--- config.mk ---
export PLATFORM = sky130hd
export DESIGN_NAME = dfb_ctrl
export DESIGN_NICKNAME = d
export VERILOG_FILES = /design/src/include/dfb_pkg.sv /design/src/include/dfb_fifo_if.sv /design/src/verilog/dfb_ctrl.sv /design/src/verilog/dfb_fifo.sv
export VERILOG_INCLUDE_DIRS = /design/src /design/src/include
export SDC_FILE = /design/constraint.sdc
export NUM_CORES = 1
export LEC_CHECK = 0
export ABC_AREA = 1
export BUFFER_PORTS_ARGS = -buffer_cell sky130_fd_sc_hd__clkbuf_2
export CAP_MARGIN = 25
export CORE_MARGIN = 5
export CORE_UTILIZATION = 50
export CTS_CLUSTER_DIAMETER = 100
export DETAILED_ROUTE_END_ITERATION = 7
export PLACE_DENSITY = 0.76
export SLEW_MARGIN = 20
export SYNTH_ARGS = -nofsm -noshare
export SYNTH_HDL_FRONTEND = slang
export SYNTH_SLANG_ARGS = --single-unit
export TNS_END_PERCENT = 1
--- constraint.sdc ---
create_clock -name CLK_I -period 2.85 [get_ports CLK_I]
set_clock_uncertainty 0.1 [all_clocks]
set_input_delay 0.1425 -clock CLK_I [delete_from_list [all_inputs] [get_ports CLK_I]]
set_output_delay 0.1425 -clock CLK_I [all_outputs]
set_load 0.02 [all_outputs]
--- src/include/dfb_defs.svh ---
`ifndef DFB_DEFS_SVH
`define DFB_DEFS_SVH
// Notes on behaviour
// dual-scan frame buffer lives in external EDO or synchronous DRAM behind the memory port.
// the external DRAM holds a panel-formatted copy of the displayed frame.
// formatted pixels are written to memory, then read back to refresh the panel.
// timing bit 31 picks memory clock equal to pixel clock or two-thirds of it.
// software clears that bit up to 800x600 and sets it for 1024x768.
// control bit 4 delays EDO read-data latching by one memory clock.
// control bit 3 picks rising (0) or falling (1) edge for EDO read latching.
// latch delay and edge settings apply only while EDO memory is selected.
// control bit 2 enables programming the synchronous DRAM mode register.
// control bit 1 sends inverted (0) or non-inverted (1) clock to synchronous DRAM.
// control bit 0 picks EDO (0) or synchronous DRAM (1) access protocol.
// memory is used only in dual-scan modes; other panel modes leave it idle.
// mode-register load happens only between accesses, then normal traffic resumes.

// ==========================================
// register map (byte addresses)
`define DFB_OFF_PTM 12'h404
`define DFB_OFF_FMC 12'h420
`define DFB_OFF_CFG 12'h424
`define DFB_OFF_STAT 12'h428
`define DFB_PTM_RST 32'h00000000
`define DFB_FMC_RST 32'h1EF80008
`define DFB_CFG_RST 32'h00000000

// ==========================================
// field positions
`define DFB_PTM_TWO_THIRDS 31
`define DFB_FMC_LATE 4
`define DFB_FMC_EDGE 3
`define DFB_FMC_MODE_LD 2
`define DFB_FMC_CLK_POL 1
`define DFB_FMC_TYPE 0
`define DFB_CFG_DUAL 0
`define DFB_STAT_MODE_PEND 0
`define DFB_STAT_BUSY 1
`define DFB_STAT_FIFO_NE 2
`define DFB_STAT_FIFO_FULL 3

// ==========================================
// timing and sizes
`define DFB_PHASE_LAST 2'h2
`define DFB_CAS_LAT 2'h2
`define DFB_FIFO_DEPTH 16
`define DFB_PIX_W 16
`define DFB_MEM_AW 18
`define DFB_FB_WORDS 18'h24000
`define DFB_MODE_WORD 18'h00020
`endif

--- src/include/dfb_pkg.sv ---
package dfb_pkg;
	typedef logic [31:0] dfb_word_t;
	typedef enum logic [4:0] {
		ST_IDLE = 5'h01,
		ST_MRS = 5'h02,
		ST_WRITE = 5'h04,
		ST_READ = 5'h08,
		ST_RWAIT = 5'h10
	} dfb_state_e;
endpackage

--- src/include/dfb_fifo_if.sv ---
`timescale 1ns/100ps
interface dfb_fifo_if #(parameter int W = 16) ();
	logic push_valid;
	logic push_ready;
	logic [W-1:0] push_data;
	logic pop_valid;
	logic pop_ready;
	logic [W-1:0] pop_data;
	modport user (output push_valid, output push_data, output pop_ready,
		input push_ready, input pop_valid, input pop_data);
	modport store (input push_valid, input push_data, input pop_ready,
		output push_ready, output pop_valid, output pop_data);
endinterface

--- src/verilog/dfb_ctrl.sv ---
// Decided for this implementation: the Avalon-MM interface to the registers.
`timescale 1ns/100ps
`include "dfb_defs.svh"
module dfb_ctrl #(
	parameter int PIX_W = `DFB_PIX_W,
	parameter int MEM_AW = `DFB_MEM_AW,
	parameter logic [`DFB_MEM_AW-1:0] FB_WORDS = `DFB_FB_WORDS,
	parameter logic [`DFB_MEM_AW-1:0] MODE_WORD = `DFB_MODE_WORD
) (
	// clock and reset
	input wire logic CLK_I,
	input wire logic RESET_I,
	// avalon-mm slave
	input wire logic [11:0] AV_ADDRESS_I,
	input wire logic AV_READ_I,
	input wire logic AV_WRITE_I,
	input wire dfb_pkg::dfb_word_t AV_WRITEDATA_I,
	input wire logic [3:0] AV_BYTEENABLE_I,
	output dfb_pkg::dfb_word_t AV_READDATA_O,
	output logic AV_WAITREQUEST_O,
	// pixel port, already formatted for the panel
	input wire logic PIXEL_CLOCK_I,
	input wire logic PIX_VALID_I,
	input wire logic [PIX_W-1:0] PIX_DATA_I,
	output logic PIX_FULL_O,
	// panel refresh side
	input wire logic RD_REQ_I,
	output logic [PIX_W-1:0] RD_DATA_O,
	output logic RD_VALID_O,
	// external frame buffer memory
	output logic MEM_CLK_O,
	output logic MEM_RAS_N_O,
	output logic MEM_CAS_N_O,
	output logic MEM_WE_N_O,
	output logic [MEM_AW-1:0] MEM_ADDR_O,
	input wire logic [PIX_W-1:0] MEM_DQ_I,
	output logic [PIX_W-1:0] MEM_DQ_O,
	output logic MEM_DQ_OE_O
);
	import dfb_pkg::*;

	dfb_word_t ptm;
	dfb_word_t fmc;
	dfb_word_t cfg;
	dfb_word_t rd_word;
	dfb_state_e state;
	logic [2:0] pclk_s;
	logic [1:0] pval_s;
	logic [PIX_W-1:0] pdat_s0;
	logic [PIX_W-1:0] pdat_s1;
	logic [PIX_W-1:0] dq_s0;
	logic [PIX_W-1:0] dq_s1;
	logic [1:0] phase;
	logic [1:0] wait_cnt;
	logic [MEM_AW-1:0] wr_addr;
	logic [MEM_AW-1:0] rd_addr;
	logic pix_rise, pix_fall, mem_tick, mem_fall, mem_clk, next_mem_clk;
	logic two_thirds, sdram, late, edge_sel, clk_inv, dual_en;
	logic bus_req, bus_acc, mode_pend, rd_pend;
	logic go, issue_mrs, issue_rd, issue_wr, cap_evt, capture;

	dfb_fifo_if #(.W(PIX_W)) fifo ();

	dfb_fifo #(.W(PIX_W), .DEPTH(`DFB_FIFO_DEPTH)) u_fifo (
		.clk_i(CLK_I),
		.reset_i(RESET_I),
		.f(fifo)
	);

	function automatic dfb_word_t be_merge(dfb_word_t old, dfb_word_t nw, logic [3:0] be);
		dfb_word_t r;
		r = old;
		for (int i = 0; i < 4; i++) begin
			if (be[i]) begin
				r[i*8 +: 8] = nw[i*8 +: 8];
			end
		end
		return r;
	endfunction

	function automatic logic [MEM_AW-1:0] wrap_inc(logic [MEM_AW-1:0] a);
		return (a == FB_WORDS - 1'b1) ? '0 : a + 1'b1;
	endfunction

	// ==========================================
	// register bus
	assign bus_req = AV_READ_I || AV_WRITE_I;
	assign bus_acc = bus_req && !AV_WAITREQUEST_O;
	assign two_thirds = ptm[`DFB_PTM_TWO_THIRDS];
	assign sdram = fmc[`DFB_FMC_TYPE];
	assign late = fmc[`DFB_FMC_LATE];
	assign edge_sel = fmc[`DFB_FMC_EDGE];
	assign clk_inv = sdram && !fmc[`DFB_FMC_CLK_POL];
	assign dual_en = cfg[`DFB_CFG_DUAL];

	// one wait cycle per access keeps read data a registered output
	always_ff @(posedge CLK_I) begin
		if (RESET_I) begin
			AV_WAITREQUEST_O <= 1'b1;
		end else begin
			AV_WAITREQUEST_O <= !(bus_req && AV_WAITREQUEST_O);
		end
	end

	always_ff @(posedge CLK_I) begin
		if (RESET_I) begin
			ptm <= `DFB_PTM_RST;
			fmc <= `DFB_FMC_RST;
			cfg <= `DFB_CFG_RST;
		end else if (AV_WRITE_I && bus_acc) begin
			unique case (AV_ADDRESS_I)
				`DFB_OFF_PTM: ptm <= be_merge(ptm, AV_WRITEDATA_I, AV_BYTEENABLE_I);
				`DFB_OFF_FMC: fmc <= be_merge(fmc, AV_WRITEDATA_I, AV_BYTEENABLE_I);
				`DFB_OFF_CFG: cfg <= be_merge(cfg, AV_WRITEDATA_I, AV_BYTEENABLE_I);
				default: ;
			endcase
		end
	end

	always_comb begin
		rd_word = '0;
		unique case (AV_ADDRESS_I)
			`DFB_OFF_PTM: rd_word = ptm;
			`DFB_OFF_FMC: rd_word = fmc;
			`DFB_OFF_CFG: rd_word = {31'h00000000, dual_en};
			`DFB_OFF_STAT: begin
				rd_word[`DFB_STAT_MODE_PEND] = mode_pend;
				rd_word[`DFB_STAT_BUSY] = state != ST_IDLE;
				rd_word[`DFB_STAT_FIFO_NE] = fifo.pop_valid;
				rd_word[`DFB_STAT_FIFO_FULL] = !fifo.push_ready;
			end
			default: ;
		endcase
	end

	always_ff @(posedge CLK_I) begin
		if (RESET_I) begin
			AV_READDATA_O <= '0;
		end else if (AV_READ_I && AV_WAITREQUEST_O) begin
			AV_READDATA_O <= rd_word;
		end
	end

	// ==========================================
	// input synchronisers
	always_ff @(posedge CLK_I) begin
		pclk_s <= {pclk_s[1:0], PIXEL_CLOCK_I};
		pval_s <= {pval_s[0], PIX_VALID_I};
		pdat_s0 <= PIX_DATA_I;
		pdat_s1 <= pdat_s0;
		dq_s0 <= MEM_DQ_I;
		dq_s1 <= dq_s0;
	end

	assign pix_rise = pclk_s[1] && !pclk_s[2];
	assign pix_fall = !pclk_s[1] && pclk_s[2];

	// ==========================================
	// memory clock: every pixel clock, or two of every three
	always_ff @(posedge CLK_I) begin
		if (RESET_I) begin
			phase <= '0;
		end else if (pix_rise) begin
			phase <= (phase == `DFB_PHASE_LAST) ? 2'h0 : phase + 2'h1;
		end
	end

	assign mem_tick = pix_rise && !(two_thirds && phase == `DFB_PHASE_LAST);
	assign mem_fall = pix_fall && mem_clk;
	assign next_mem_clk = mem_tick ? 1'b1 : (mem_fall ? 1'b0 : mem_clk);

	always_ff @(posedge CLK_I) begin
		if (RESET_I) begin
			mem_clk <= 1'b0;
			MEM_CLK_O <= 1'b0;
		end else begin
			mem_clk <= next_mem_clk;
			MEM_CLK_O <= next_mem_clk ^ clk_inv;
		end
	end

	// ==========================================
	// pixel intake; pixels offered while full are lost, so the source must watch the full flag
	assign fifo.push_valid = pix_rise && pval_s[1] && dual_en;
	assign fifo.push_data = pdat_s1;

	always_ff @(posedge CLK_I) begin
		if (RESET_I) begin
			PIX_FULL_O <= 1'b0;
		end else begin
			PIX_FULL_O <= !fifo.push_ready;
		end
	end

	// ==========================================
	// access scheduler: refresh reads beat writes, mode load only when idle
	assign go = state == ST_IDLE && mem_tick && dual_en;
	assign issue_mrs = go && mode_pend && sdram;
	assign issue_rd = go && !issue_mrs && rd_pend;
	assign issue_wr = go && !issue_mrs && !rd_pend && fifo.pop_valid;
	assign fifo.pop_ready = issue_wr;
	assign cap_evt = (!sdram && edge_sel) ? mem_fall : mem_tick;
	assign capture = state == ST_RWAIT && cap_evt && wait_cnt == 2'h0;

	// a new request or load enable in the clearing cycle survives
	always_ff @(posedge CLK_I) begin
		if (RESET_I) begin
			rd_pend <= 1'b0;
			mode_pend <= 1'b0;
		end else begin
			rd_pend <= RD_REQ_I || (rd_pend && !issue_rd);
			mode_pend <= (AV_WRITE_I && bus_acc && AV_ADDRESS_I == `DFB_OFF_FMC && AV_BYTEENABLE_I[0]
				&& AV_WRITEDATA_I[`DFB_FMC_MODE_LD]) || (mode_pend && !issue_mrs);
		end
	end

	always_ff @(posedge CLK_I) begin
		if (RESET_I) begin
			state <= ST_IDLE;
			wait_cnt <= 2'h0;
			MEM_RAS_N_O <= 1'b1;
			MEM_CAS_N_O <= 1'b1;
			MEM_WE_N_O <= 1'b1;
			MEM_ADDR_O <= '0;
			MEM_DQ_O <= '0;
			MEM_DQ_OE_O <= 1'b0;
		end else begin
			unique case (state)
				ST_IDLE: begin
					if (issue_mrs) begin
						state <= ST_MRS;
						MEM_RAS_N_O <= 1'b0;
						MEM_CAS_N_O <= 1'b0;
						MEM_WE_N_O <= 1'b0;
						MEM_ADDR_O <= MODE_WORD;
					end else if (issue_rd) begin
						state <= ST_READ;
						MEM_RAS_N_O <= sdram;
						MEM_CAS_N_O <= 1'b0;
						MEM_ADDR_O <= rd_addr;
					end else if (issue_wr) begin
						state <= ST_WRITE;
						MEM_RAS_N_O <= sdram;
						MEM_CAS_N_O <= 1'b0;
						MEM_WE_N_O <= 1'b0;
						MEM_ADDR_O <= wr_addr;
						MEM_DQ_O <= fifo.pop_data;
						MEM_DQ_OE_O <= 1'b1;
					end
				end
				ST_MRS, ST_WRITE, ST_READ: begin
					if (mem_tick) begin
						MEM_RAS_N_O <= 1'b1;
						MEM_CAS_N_O <= 1'b1;
						MEM_WE_N_O <= 1'b1;
						MEM_DQ_OE_O <= 1'b0;
						state <= (state == ST_READ) ? ST_RWAIT : ST_IDLE;
						wait_cnt <= sdram ? `DFB_CAS_LAT - 2'h1 : {1'b0, late};
					end
				end
				ST_RWAIT: begin
					if (capture) begin
						state <= ST_IDLE;
					end else if (cap_evt) begin
						wait_cnt <= wait_cnt - 2'h1;
					end
				end
			endcase
		end
	end

	always_ff @(posedge CLK_I) begin
		if (RESET_I) begin
			wr_addr <= '0;
			rd_addr <= '0;
		end else begin
			if (issue_wr) begin
				wr_addr <= wrap_inc(wr_addr);
			end
			if (issue_rd) begin
				rd_addr <= wrap_inc(rd_addr);
			end
		end
	end

	// ==========================================
	// refresh data out
	always_ff @(posedge CLK_I) begin
		if (RESET_I) begin
			RD_DATA_O <= '0;
			RD_VALID_O <= 1'b0;
		end else begin
			RD_VALID_O <= capture;
			if (capture) begin
				RD_DATA_O <= dq_s1;
			end
		end
	end
endmodule

--- src/verilog/dfb_fifo.sv ---
`timescale 1ns/100ps
// depth must be a power of two: pointers wrap by overflow
module dfb_fifo #(
	parameter int W = 16,
	parameter int DEPTH = 16
) (
	// clock and reset
	input wire logic clk_i,
	input wire logic reset_i,
	// both sides
	dfb_fifo_if.store f
);
	localparam int PW = $clog2(DEPTH);
	logic [W-1:0] mem [DEPTH];
	logic [PW-1:0] wptr;
	logic [PW-1:0] rptr;
	logic [PW-1:0] next_rptr;
	logic [PW:0] count;
	logic [PW:0] next_count;
	logic push;
	logic pop;

	assign push = f.push_valid && f.push_ready;
	assign pop = f.pop_valid && f.pop_ready;
	assign next_rptr = pop ? rptr + 1'b1 : rptr;

	always_comb begin
		next_count = count;
		if (push && !pop) begin
			next_count = count + 1'b1;
		end else if (!push && pop) begin
			next_count = count - 1'b1;
		end
	end

	always_ff @(posedge clk_i) begin
		if (push) begin
			mem[wptr] <= f.push_data;
		end
	end

	always_ff @(posedge clk_i) begin
		if (reset_i) begin
			wptr <= '0;
			rptr <= '0;
			count <= '0;
			f.push_ready <= 1'b0;
			f.pop_valid <= 1'b0;
		end else begin
			wptr <= push ? wptr + 1'b1 : wptr;
			rptr <= next_rptr;
			count <= next_count;
			f.push_ready <= next_count != (PW+1)'(DEPTH);
			f.pop_valid <= next_count != '0;
		end
	end

	// read word is registered; bypass covers a write into the slot about to be shown
	always_ff @(posedge clk_i) begin
		f.pop_data <= (push && wptr == next_rptr) ? f.push_data : mem[next_rptr];
	end
endmodule
==> qor.txt, run 1 <==
WORST SETUP PATH
---------------------------------------------------------------------------------
Maximum fanout along the worst path ................................           36
R2R depth ..........................................................           10
Signal arrival time at the worst endpoint ..........................      2.74 ns
Setup CP Type ...................................................... register to register
Flop-to-flop setup slack ...........................................      0.53 ns
Launch point of the worst reg-to-reg path ..........................    pclk_s[1]
Worst reg2reg path endpoint ........................................ MEM_ADDR_O[6]
Kind of end point of the critical path .............................     register
CP startpoint kind .................................................     register
Required time at the worst-slack endpoint ..........................      3.27 ns

ROUTE
---------------------------------------------------------------------------------
Average via count per standard cell ................................         5.48
Number of DRC markers after the initial detailed-route iteration ...        1,352
Vias ...............................................................       16,000
Drt first pass iters ...............................................            5
Final routed wire length divided by cell count .....................      18.5 um
Total Wirelength ...................................................    54,100 um
Number of remaining DRC errors .....................................            0
Post-route ant nets ................................................            0

TIMING
---------------------------------------------------------------------------------
Slew Limit Headroom ................................................        36.7%
Worst hold-check slack .............................................    0.0506 ns
Transition time at the pin with the least slew margin ..............     0.950 ns
Fin Setup TNS ......................................................         0 ns
Post-route fraction of the period consumed by the critical path ....        81.4%
Achievable frequency ...............................................      431 MHz
Final worst path period need .......................................      2.32 ns
Setup repair after global routing missed its margin ................           no
Max-slew violation total from the final report .....................            0
Final Hold Viols ...................................................            0
# setup viols final ................................................            0

GLOBAL ROUTE
---------------------------------------------------------------------------------
Vias in the first global route .....................................       16,000
Initial antenna violation count ....................................            2
Wire length of the first global-routing pass .......................    85,400 um
Total routing usage reported by global routing .....................        22.7%
Maximum number of pins on one net before global-route repair .......           83
GRT Residual Overflow ..............................................            0

YOSYS
---------------------------------------------------------------------------------
Flip-flop and latch count after synthesis ..........................          547
Most used DFF post-synth ........................................... sky130_fd_sc_hd__dfxtp_1
Cell variety after synth ...........................................           47
Netlist Area Pre-Place .............................................   21,200 um2
Synthesis warning total ............................................            0
Synthesized instance count .........................................        2,067
Portion of the post-synthesis area used by sequential elements .....        63.6%
Async set or reset register ratio after synthesis ..................           0%
Nets in the synthesized netlist ....................................        2,164
Count of flip-flops with a built-in enable after synthesis .........          256
Synthesized area per cell ..........................................     10.3 um2

FLOORPLAN
---------------------------------------------------------------------------------
Overall die height .................................................       216 um
DIE AREA ...........................................................   46,700 um2
Count of standard-cell rows ........................................           75
Die span in x ......................................................       216 um
Top-level I/O count ................................................          177
Initial Util .......................................................        50.6%
Floorplan Core Area ................................................   41,900 um2

JOB
---------------------------------------------------------------------------------
Number of max-cap violations .......................................            0

WORST HOLD PATH
---------------------------------------------------------------------------------
Endpoint, Worst Hold ............................................... AV_READDATA_O[2]
Class of the tightest hold or removal check ........................ input pin to register
Source of the worst hold timing path ............................... AV_ADDRESS_I[5]
Number of cells on the worst hold path .............................            8

LAYOUT
---------------------------------------------------------------------------------
Sequential cell area ...............................................   13,500 um2
Area growth syn-to-layout ..........................................        20.2%
Net total in the final layout ......................................        2,434
Layout Cells excl Fill .............................................        2,923
Util after Layout ..................................................        60.9%
Area used by multi-input combinational logic .......................     6310 um2
Fraction of final layout cells sized beyond drive strength 1 .......        15.3%
Fillcell total .....................................................        3,217

POWER AND IR DROP
---------------------------------------------------------------------------------
Total power per unit cell area .....................................   646 nW/um2
Reported leakage power .............................................      9.92 nW
Largest vdd supply drop ............................................     0.578 mV

PLACE
---------------------------------------------------------------------------------
# placed instances .................................................        2,740
Final estimated routing congestion in global placement .............        0.888
DP Wirelength ......................................................    33,200 um
Port Buffers .......................................................          176

CTS
---------------------------------------------------------------------------------
CTS Buf Count ......................................................           54
Clock Tree Root .................................................... sky130_fd_sc_hd__clkbuf_16
Post-CTS setup repair buffer count .................................            0
Clock slew seen by the registers of the worst setup and hold paths .      0.06 ns
Clk Latency, worst-skew pair .......................................      0.60 ns
Level count of the clock H-tree ....................................            2
Total clock sinks ..................................................          547
TritonCTS clock tree ...............................................        built
Largest buffer count on any clock path .............................            3

RUN STATUS
---------------------------------------------------------------------------------
Run status ......................................................... finished clean

[Yosys cell counts (4+ instances only)]
| cell type | number | area [um2] |
|---|---|---|
| sky130_fd_sc_hd__mux2i_1 | 62 | 621 |
| sky130_fd_sc_hd__o22ai_1 | 10 | 62.6 |
| sky130_fd_sc_hd__buf_4 | 4 | 30.0 |
| sky130_fd_sc_hd__inv_2 | 13 | 48.8 |
| sky130_fd_sc_hd__dfxtp_1 | 291 | 5830 |
| sky130_fd_sc_hd__o211ai_1 | 94 | 706 |
| sky130_fd_sc_hd__o21ai_0 | 176 | 881 |
| sky130_fd_sc_hd__clkbuf_1 | 61 | 229 |
| sky130_fd_sc_hd__a22oi_1 | 14 | 105 |
| sky130_fd_sc_hd__nor3_1 | 18 | 90.1 |
| sky130_fd_sc_hd__nand2_2 | 4 | 25.0 |
| sky130_fd_sc_hd__nor4_1 | 6 | 37.5 |
| sky130_fd_sc_hd__xor2_1 | 11 | 96.3 |
| sky130_fd_sc_hd__nand2_1 | 231 | 867 |
| sky130_fd_sc_hd__ha_1 | 10 | 125 |
| sky130_fd_sc_hd__o21ai_1 | 25 | 125 |
| sky130_fd_sc_hd__edfxtp_1 | 256 | 7690 |
| sky130_fd_sc_hd__inv_1 | 251 | 942 |
| sky130_fd_sc_hd__buf_1 | 10 | 37.5 |
| sky130_fd_sc_hd__nand4_1 | 23 | 144 |
| sky130_fd_sc_hd__a211oi_1 | 56 | 420 |
| sky130_fd_sc_hd__buf_2 | 23 | 115 |
| sky130_fd_sc_hd__nor2_2 | 5 | 31.3 |
| sky130_fd_sc_hd__nor2_1 | 187 | 702 |
| sky130_fd_sc_hd__a21oi_1 | 144 | 721 |
| sky130_fd_sc_hd__nand3_1 | 44 | 220 |
[how the worst max path moves through the flow]
stage          startpoint                to  cells past startpoint
2_1_floorplan   pclk_s[1]  u_fifo.mem[0][0]                      7
3_3_place_gp    pclk_s[1]       rd_addr[10]                     11
3_5_place_dp    pclk_s[1]     MEM_ADDR_O[6]                     10
4_1_cts         pclk_s[1]     MEM_ADDR_O[6]                     10
5_1_grt         pclk_s[1]        rd_addr[2]                     11
6_report        pclk_s[1]     MEM_ADDR_O[6]                     10
[per-stage QoR]
step                power [W]  setup WS, ns  cell area, um2
finish                 0.0165         0.529           25500
global route           0.0171         0.301           25500
CTS                    0.0166         0.543           25500
detailed placement    0.00933         0.562           22900
global placement      0.00931         0.626           22900
floorplan             0.00906         0.502           21200
[report_power, final]
| group | switching, W | internal (W) | leakage [nW] |
|---|---|---|---|
| logic | 0.000497 | 0.000308 | 4.35 |
| clock network | 0.00299 | 0.00425 | 0.891 |
| registers | 0.000120 | 0.00834 | 4.68 |
[cell usage in the layout (no fill, tap or decap), drive strengths merged, types with 11 or more instances in the layout]
cell type / n
nor3: 21
nand3: 46
o21ai: 202
nor2: 195
mux2i: 62
clkinv: 20
nand2: 238
a211oi: 58
dfxtp: 291
inv: 266
dlygate4sd3: 80
a22oi: 14
nand4: 23
a21oi: 148
edfxtp: 256
o211ai: 95
xor2: 11
buf: 58
clkbuf: 246
[metal layers]
metal	vias up	routed length, um	GRT usage (%)
met3	138	4310	5.09
met1	7589	21800	29.0
li1	7673	-	-
met2	629	26300	38.2
met4	0	1790	7.97
met5	-	0	0
[area by class of cell]
type	count	area share [%]
timing repair buffer	313	8.61
antenna	2	0.0196
tap	539	2.64
multi-input combinational	1155	24.7
clock buffer	71	5.85
sequential	547	52.9
clock inverter	30	1.33
inverter	266	3.91
[critical path, stage by stage (launching register included)]
cell and delay (ns):
sky130_fd_sc_hd__dfxtp_1 0.36, sky130_fd_sc_hd__nand2_1 0.13, sky130_fd_sc_hd__nor2_1 0.25, sky130_fd_sc_hd__nand3_2 0.14, sky130_fd_sc_hd__a21oi_4 0.19, sky130_fd_sc_hd__nand2_4 0.14
sky130_fd_sc_hd__nand2_2 0.14, sky130_fd_sc_hd__inv_2 0.16, sky130_fd_sc_hd__nand2_4 0.31, sky130_fd_sc_hd__o21ai_0 0.13, sky130_fd_sc_hd__a31oi_1 0.16
[sequential cells by signal, summed over array words and instances (netlist names), 16 cells and up, named ones only]
signal and count:
u_fifo.mem 256, AV_READDATA_O 32, fmc 32, ptm 32
MEM_ADDR_O 18, rd_addr 18, wr_addr 18, MEM_DQ_O 16
RD_DATA_O 16, dq_s0 16, dq_s1 16, fifo.push_data 16
pdat_s0 16
[kinds of logic after synthesis]
logic type | after synthesis | share of synthesized area (%)
DFF | 547 | 63.6
AOI/OAI and AO/OA | 537 | 15.0
and+or+nand+nor | 534 | 10.7
buffers and inverters | 365 | 6.69
muxes | 62 | 2.92
xor gates and xnor gates | 12 | 0.495
adders and majority gates | 10 | 0.589
[timing repair]
item	CTS	global route
hold endpoints to repair	128	0
resized for setup	0	0
hold buffers	80	0
(Power assumes the default switching activity.)
==> run 2: changes to the inputs <==
==> constraint.sdc (replaced) <==
create_clock -name CLK_I -period 2.41 [get_ports CLK_I]
set_clock_uncertainty 0.1 [all_clocks]
set_input_delay 0.1205 -clock CLK_I [delete_from_list [all_inputs] [get_ports CLK_I]]
set_output_delay 0.1205 -clock CLK_I [all_outputs]
set_load 0.02 [all_outputs]
==> run 2 against run 1 <==
Sequential power is 18% higher. Via count rose by 0.21%. Cell area up 1.2%. First-iteration DRC count increased by 4.9%. Utilization is 0.73 points higher. Flip-flop and latch count is the same. Sequential share of layout area decreased by 0.63 points. Power is 20% higher. Critical path depth did not move. Critical path type unchanged.
==> qor.txt, run 2 (synthesis gave the netlist of run 1 again) <==
GLOBAL ROUTE
---------------------------------------------------------------------------------
Initial antenna violation count ....................................            0   -2
Total routing usage reported by global routing .....................        22.8%   +0.10 points
Wire length of the first global-routing pass .......................    85,700 um   +0.31%
GRT Residual Overflow ..............................................            0   unchanged
Vias in the first global route .....................................       15,900   -0.31%
Maximum number of pins on one net before global-route repair .......           68   -18%

FLOORPLAN
---------------------------------------------------------------------------------
Overall die height .................................................       216 um   unchanged
Top-level I/O count ................................................          177   unchanged
Count of standard-cell rows ........................................           75   unchanged
Initial Util .......................................................        50.6%   unchanged
DIE AREA ...........................................................   46,700 um2   unchanged
Floorplan Core Area ................................................   41,900 um2   unchanged
Die span in x ......................................................       216 um   unchanged

CTS
---------------------------------------------------------------------------------
Total clock sinks ..................................................          547   unchanged
CTS Buf Count ......................................................           53   -1.9%
Clk Latency, worst-skew pair .......................................      0.60 ns   about the same
Clock Tree Root .................................................... sky130_fd_sc_hd__clkbuf_16
Level count of the clock H-tree ....................................            2   unchanged
Largest buffer count on any clock path .............................            3   unchanged
TritonCTS clock tree ...............................................        built
Post-CTS setup repair buffer count .................................            0   unchanged
Clock slew seen by the registers of the worst setup and hold paths .      0.06 ns   about the same

ROUTE
---------------------------------------------------------------------------------
Total Wirelength ...................................................    54,500 um   +0.62%
Final routed wire length divided by cell count .....................      18.6 um   +0.31%
Number of remaining DRC errors .....................................            0   unchanged
Number of DRC markers after the initial detailed-route iteration ...        1,418   +4.9%
Average via count per standard cell ................................         5.48   about the same
Post-route ant nets ................................................            0   unchanged
Drt first pass iters ...............................................            7   +2
Vias ...............................................................       16,100   +0.21%

TIMING
---------------------------------------------------------------------------------
Post-layout worst setup margin .....................................     0.172 ns   -0.357 ns
Slew Limit Headroom ................................................        52.2%   +16 points
Worst hold-check slack .............................................    0.0497 ns   -0.000954 ns
Transition time at the pin with the least slew margin ..............     0.716 ns   -0.234 ns
Max-slew violation total from the final report .....................            0   unchanged
Final worst path period need .......................................      2.24 ns   -0.0827 ns
Final Hold Viols ...................................................            0   unchanged
# setup viols final ................................................            0   unchanged
Post-route fraction of the period consumed by the critical path ....        92.9%   +11 points
Achievable frequency ...............................................      447 MHz   +3.7%

WORST HOLD PATH
---------------------------------------------------------------------------------
Endpoint, Worst Hold ...............................................      fmc[11]
Source of the worst hold timing path ............................... AV_BYTEENABLE_I[1]
Class of the tightest hold or removal check ........................ input pin to register
Number of cells on the worst hold path .............................            6   -2

POWER AND IR DROP
---------------------------------------------------------------------------------
Total power per unit cell area .....................................   764 nW/um2   +18%
Combinational cell fraction of total power .........................         4.9%   about the same
Internal Pwr Total .................................................     0.0155 W   +20%
Switching power as a share of total power ..........................        21.4%   -0.46 points
Switching power total ..............................................    0.00422 W   +17%
Reported leakage power .............................................      10.1 nW   +1.4%
Part of the power in the clock network .............................        44.4%   +0.5 points
Register share of total power ......................................        50.7%   -0.6 points
Largest vdd supply drop ............................................     0.609 mV   +5.3%

PLACE
---------------------------------------------------------------------------------
Port Buffers .......................................................          176   unchanged
DP Wirelength ......................................................    34,100 um   +2.8%
Final estimated routing congestion in global placement .............        0.880   -0.97%
Worst slack after detailed placement ...............................     0.130 ns   -0.432 ns
Placement Cell Area ................................................   23,100 um2   +1.0%

WORST SETUP PATH
---------------------------------------------------------------------------------
Flop-to-flop setup slack ...........................................      0.17 ns   -0.36 ns
R2R depth ..........................................................           10   unchanged
CP startpoint kind .................................................     register
Maximum fanout along the worst path ................................           36   unchanged
Setup CP Type ...................................................... register to register
Launch point of the worst reg-to-reg path ..........................    pclk_s[1]
Required time at the worst-slack endpoint ..........................      2.83 ns   -0.44 ns
Worst reg2reg path endpoint ........................................ MEM_ADDR_O[1]
Kind of end point of the critical path .............................     register
Signal arrival time at the worst endpoint ..........................      2.66 ns   -0.08 ns

LAYOUT
---------------------------------------------------------------------------------
Most common library cell in the layout ignoring fill and taps ...... sky130_fd_sc_hd__dfxtp_1
Flip-flop count of the largest register after layout ...............          256   unchanged
Cell area after layout .............................................   25,800 um2   +1.2%
Fraction of final layout cells sized beyond drive strength 1 .......        15.8%   +0.47 points
Register with the most flip-flops ..................................   u_fifo.mem
Area growth syn-to-layout ..........................................        21.7%
Net total in the final layout ......................................        2,450   +0.66%
Number of antenna diodes ...........................................            0   -2
Util after Layout ..................................................        61.6%   +0.73 points
Leading cell types in the layout, fill and taps excluded ........... 289 x sky130_fd_sc_hd__dfxtp_1, 256 x sky130_fd_sc_hd__edfxtp_1, 250 x sky130_fd_sc_hd__inv_1

RUN STATUS
---------------------------------------------------------------------------------
Run status ......................................................... finished clean

JOB
---------------------------------------------------------------------------------
Number of max-cap violations .......................................            0   unchanged

## run 2: cell types whose count changed in the layout (fill, tap and decap cells not counted), sizes merged, moves of 3 or more
cell | before | now
clkinvlp | 4 | 1
buf | 58 | 72
clkinv | 20 | 17
dlygate4sd3 | 80 | 83
## run 2: how the worst max path moves through the flow
| stage | start | to | slack [ns] |
|---|---|---|---|
| floorplan | pclk_s[1] | u_fifo.mem[0][0] | 0.06 |
| global placement | state[2] | MEM_ADDR_O[6] | 0.30 |
| detailed placement | pclk_s[1] | MEM_ADDR_O[1] | 0.13 |
| CTS | pclk_s[1] | MEM_ADDR_O[1] | 0.12 |
| global route | AV_WAITREQUEST_O | cfg[0] | -0.002 |
| finish | pclk_s[1] | MEM_ADDR_O[1] | 0.17 |
## run 2: what timing repair did
action / CTS / global route
resized for setup: 0 / 4
setup endpoints to repair: 0 / 24
hold buffers: 83 / 0
hold endpoints to repair: 136 / 0
## run 2: critical path, cell delays in order, from the launching register on
cell                      delay, ns
sky130_fd_sc_hd__dfxtp_1       0.38
sky130_fd_sc_hd__nand2_1       0.14
sky130_fd_sc_hd__nor2_1        0.27
sky130_fd_sc_hd__nand3_2       0.15
sky130_fd_sc_hd__a21oi_4       0.19
sky130_fd_sc_hd__nand2_4       0.14
sky130_fd_sc_hd__nand2_2       0.13
sky130_fd_sc_hd__inv_2         0.15
sky130_fd_sc_hd__nand2_8       0.22
sky130_fd_sc_hd__o21ai_0       0.12
sky130_fd_sc_hd__a21oi_1       0.15
## run 2: metrics by stage
step	instances	setup TNS, ns	total power (W)
floorplan	2067	0	0.0107
global placement	2754	0	0.0110
CTS	2932	0	0.0199
global route	2932	-0.00190	0.0204
finish	2932	0	0.0198
detailed placement	2754	0	0.0110
## run 2: cell type report
class                      count  area (um2)
clock inverter                26         343
multi-input combinational   1155        6330
timing repair buffer         330        2460
sequential                   547       13500
clock buffer                  69        1520
fill                        3167       16100
tap                          539         674
inverter                     266         998
## run 2: power by group through the flow
| stage | sequential, W | combinational (W) | clock [W] |
|---|---|---|---|
| 5_1_grt | 0.0100 | 0.00107 | 0.00933 |
| 2_1_floorplan | 0.0102 | 0.000490 | 0 |
| 3_3_place_gp | 0.0102 | 0.000821 | 0 |
| 3_5_place_dp | 0.0102 | 0.000841 | 0 |
| 4_1_cts | 0.0100 | 0.000948 | 0.00895 |
| 6_report | 0.0100 | 0.000967 | 0.00878 |
## run 2: per-layer routing
metal  wire length (um)  track usage [%]  vias to the layer above
met5                  0                0                        -
met3               3800             4.40                      142
li1                   -                -                     7716
met4               1930             8.67                        0
met1              22800             30.3                     7584
met2              26000             37.3                      621
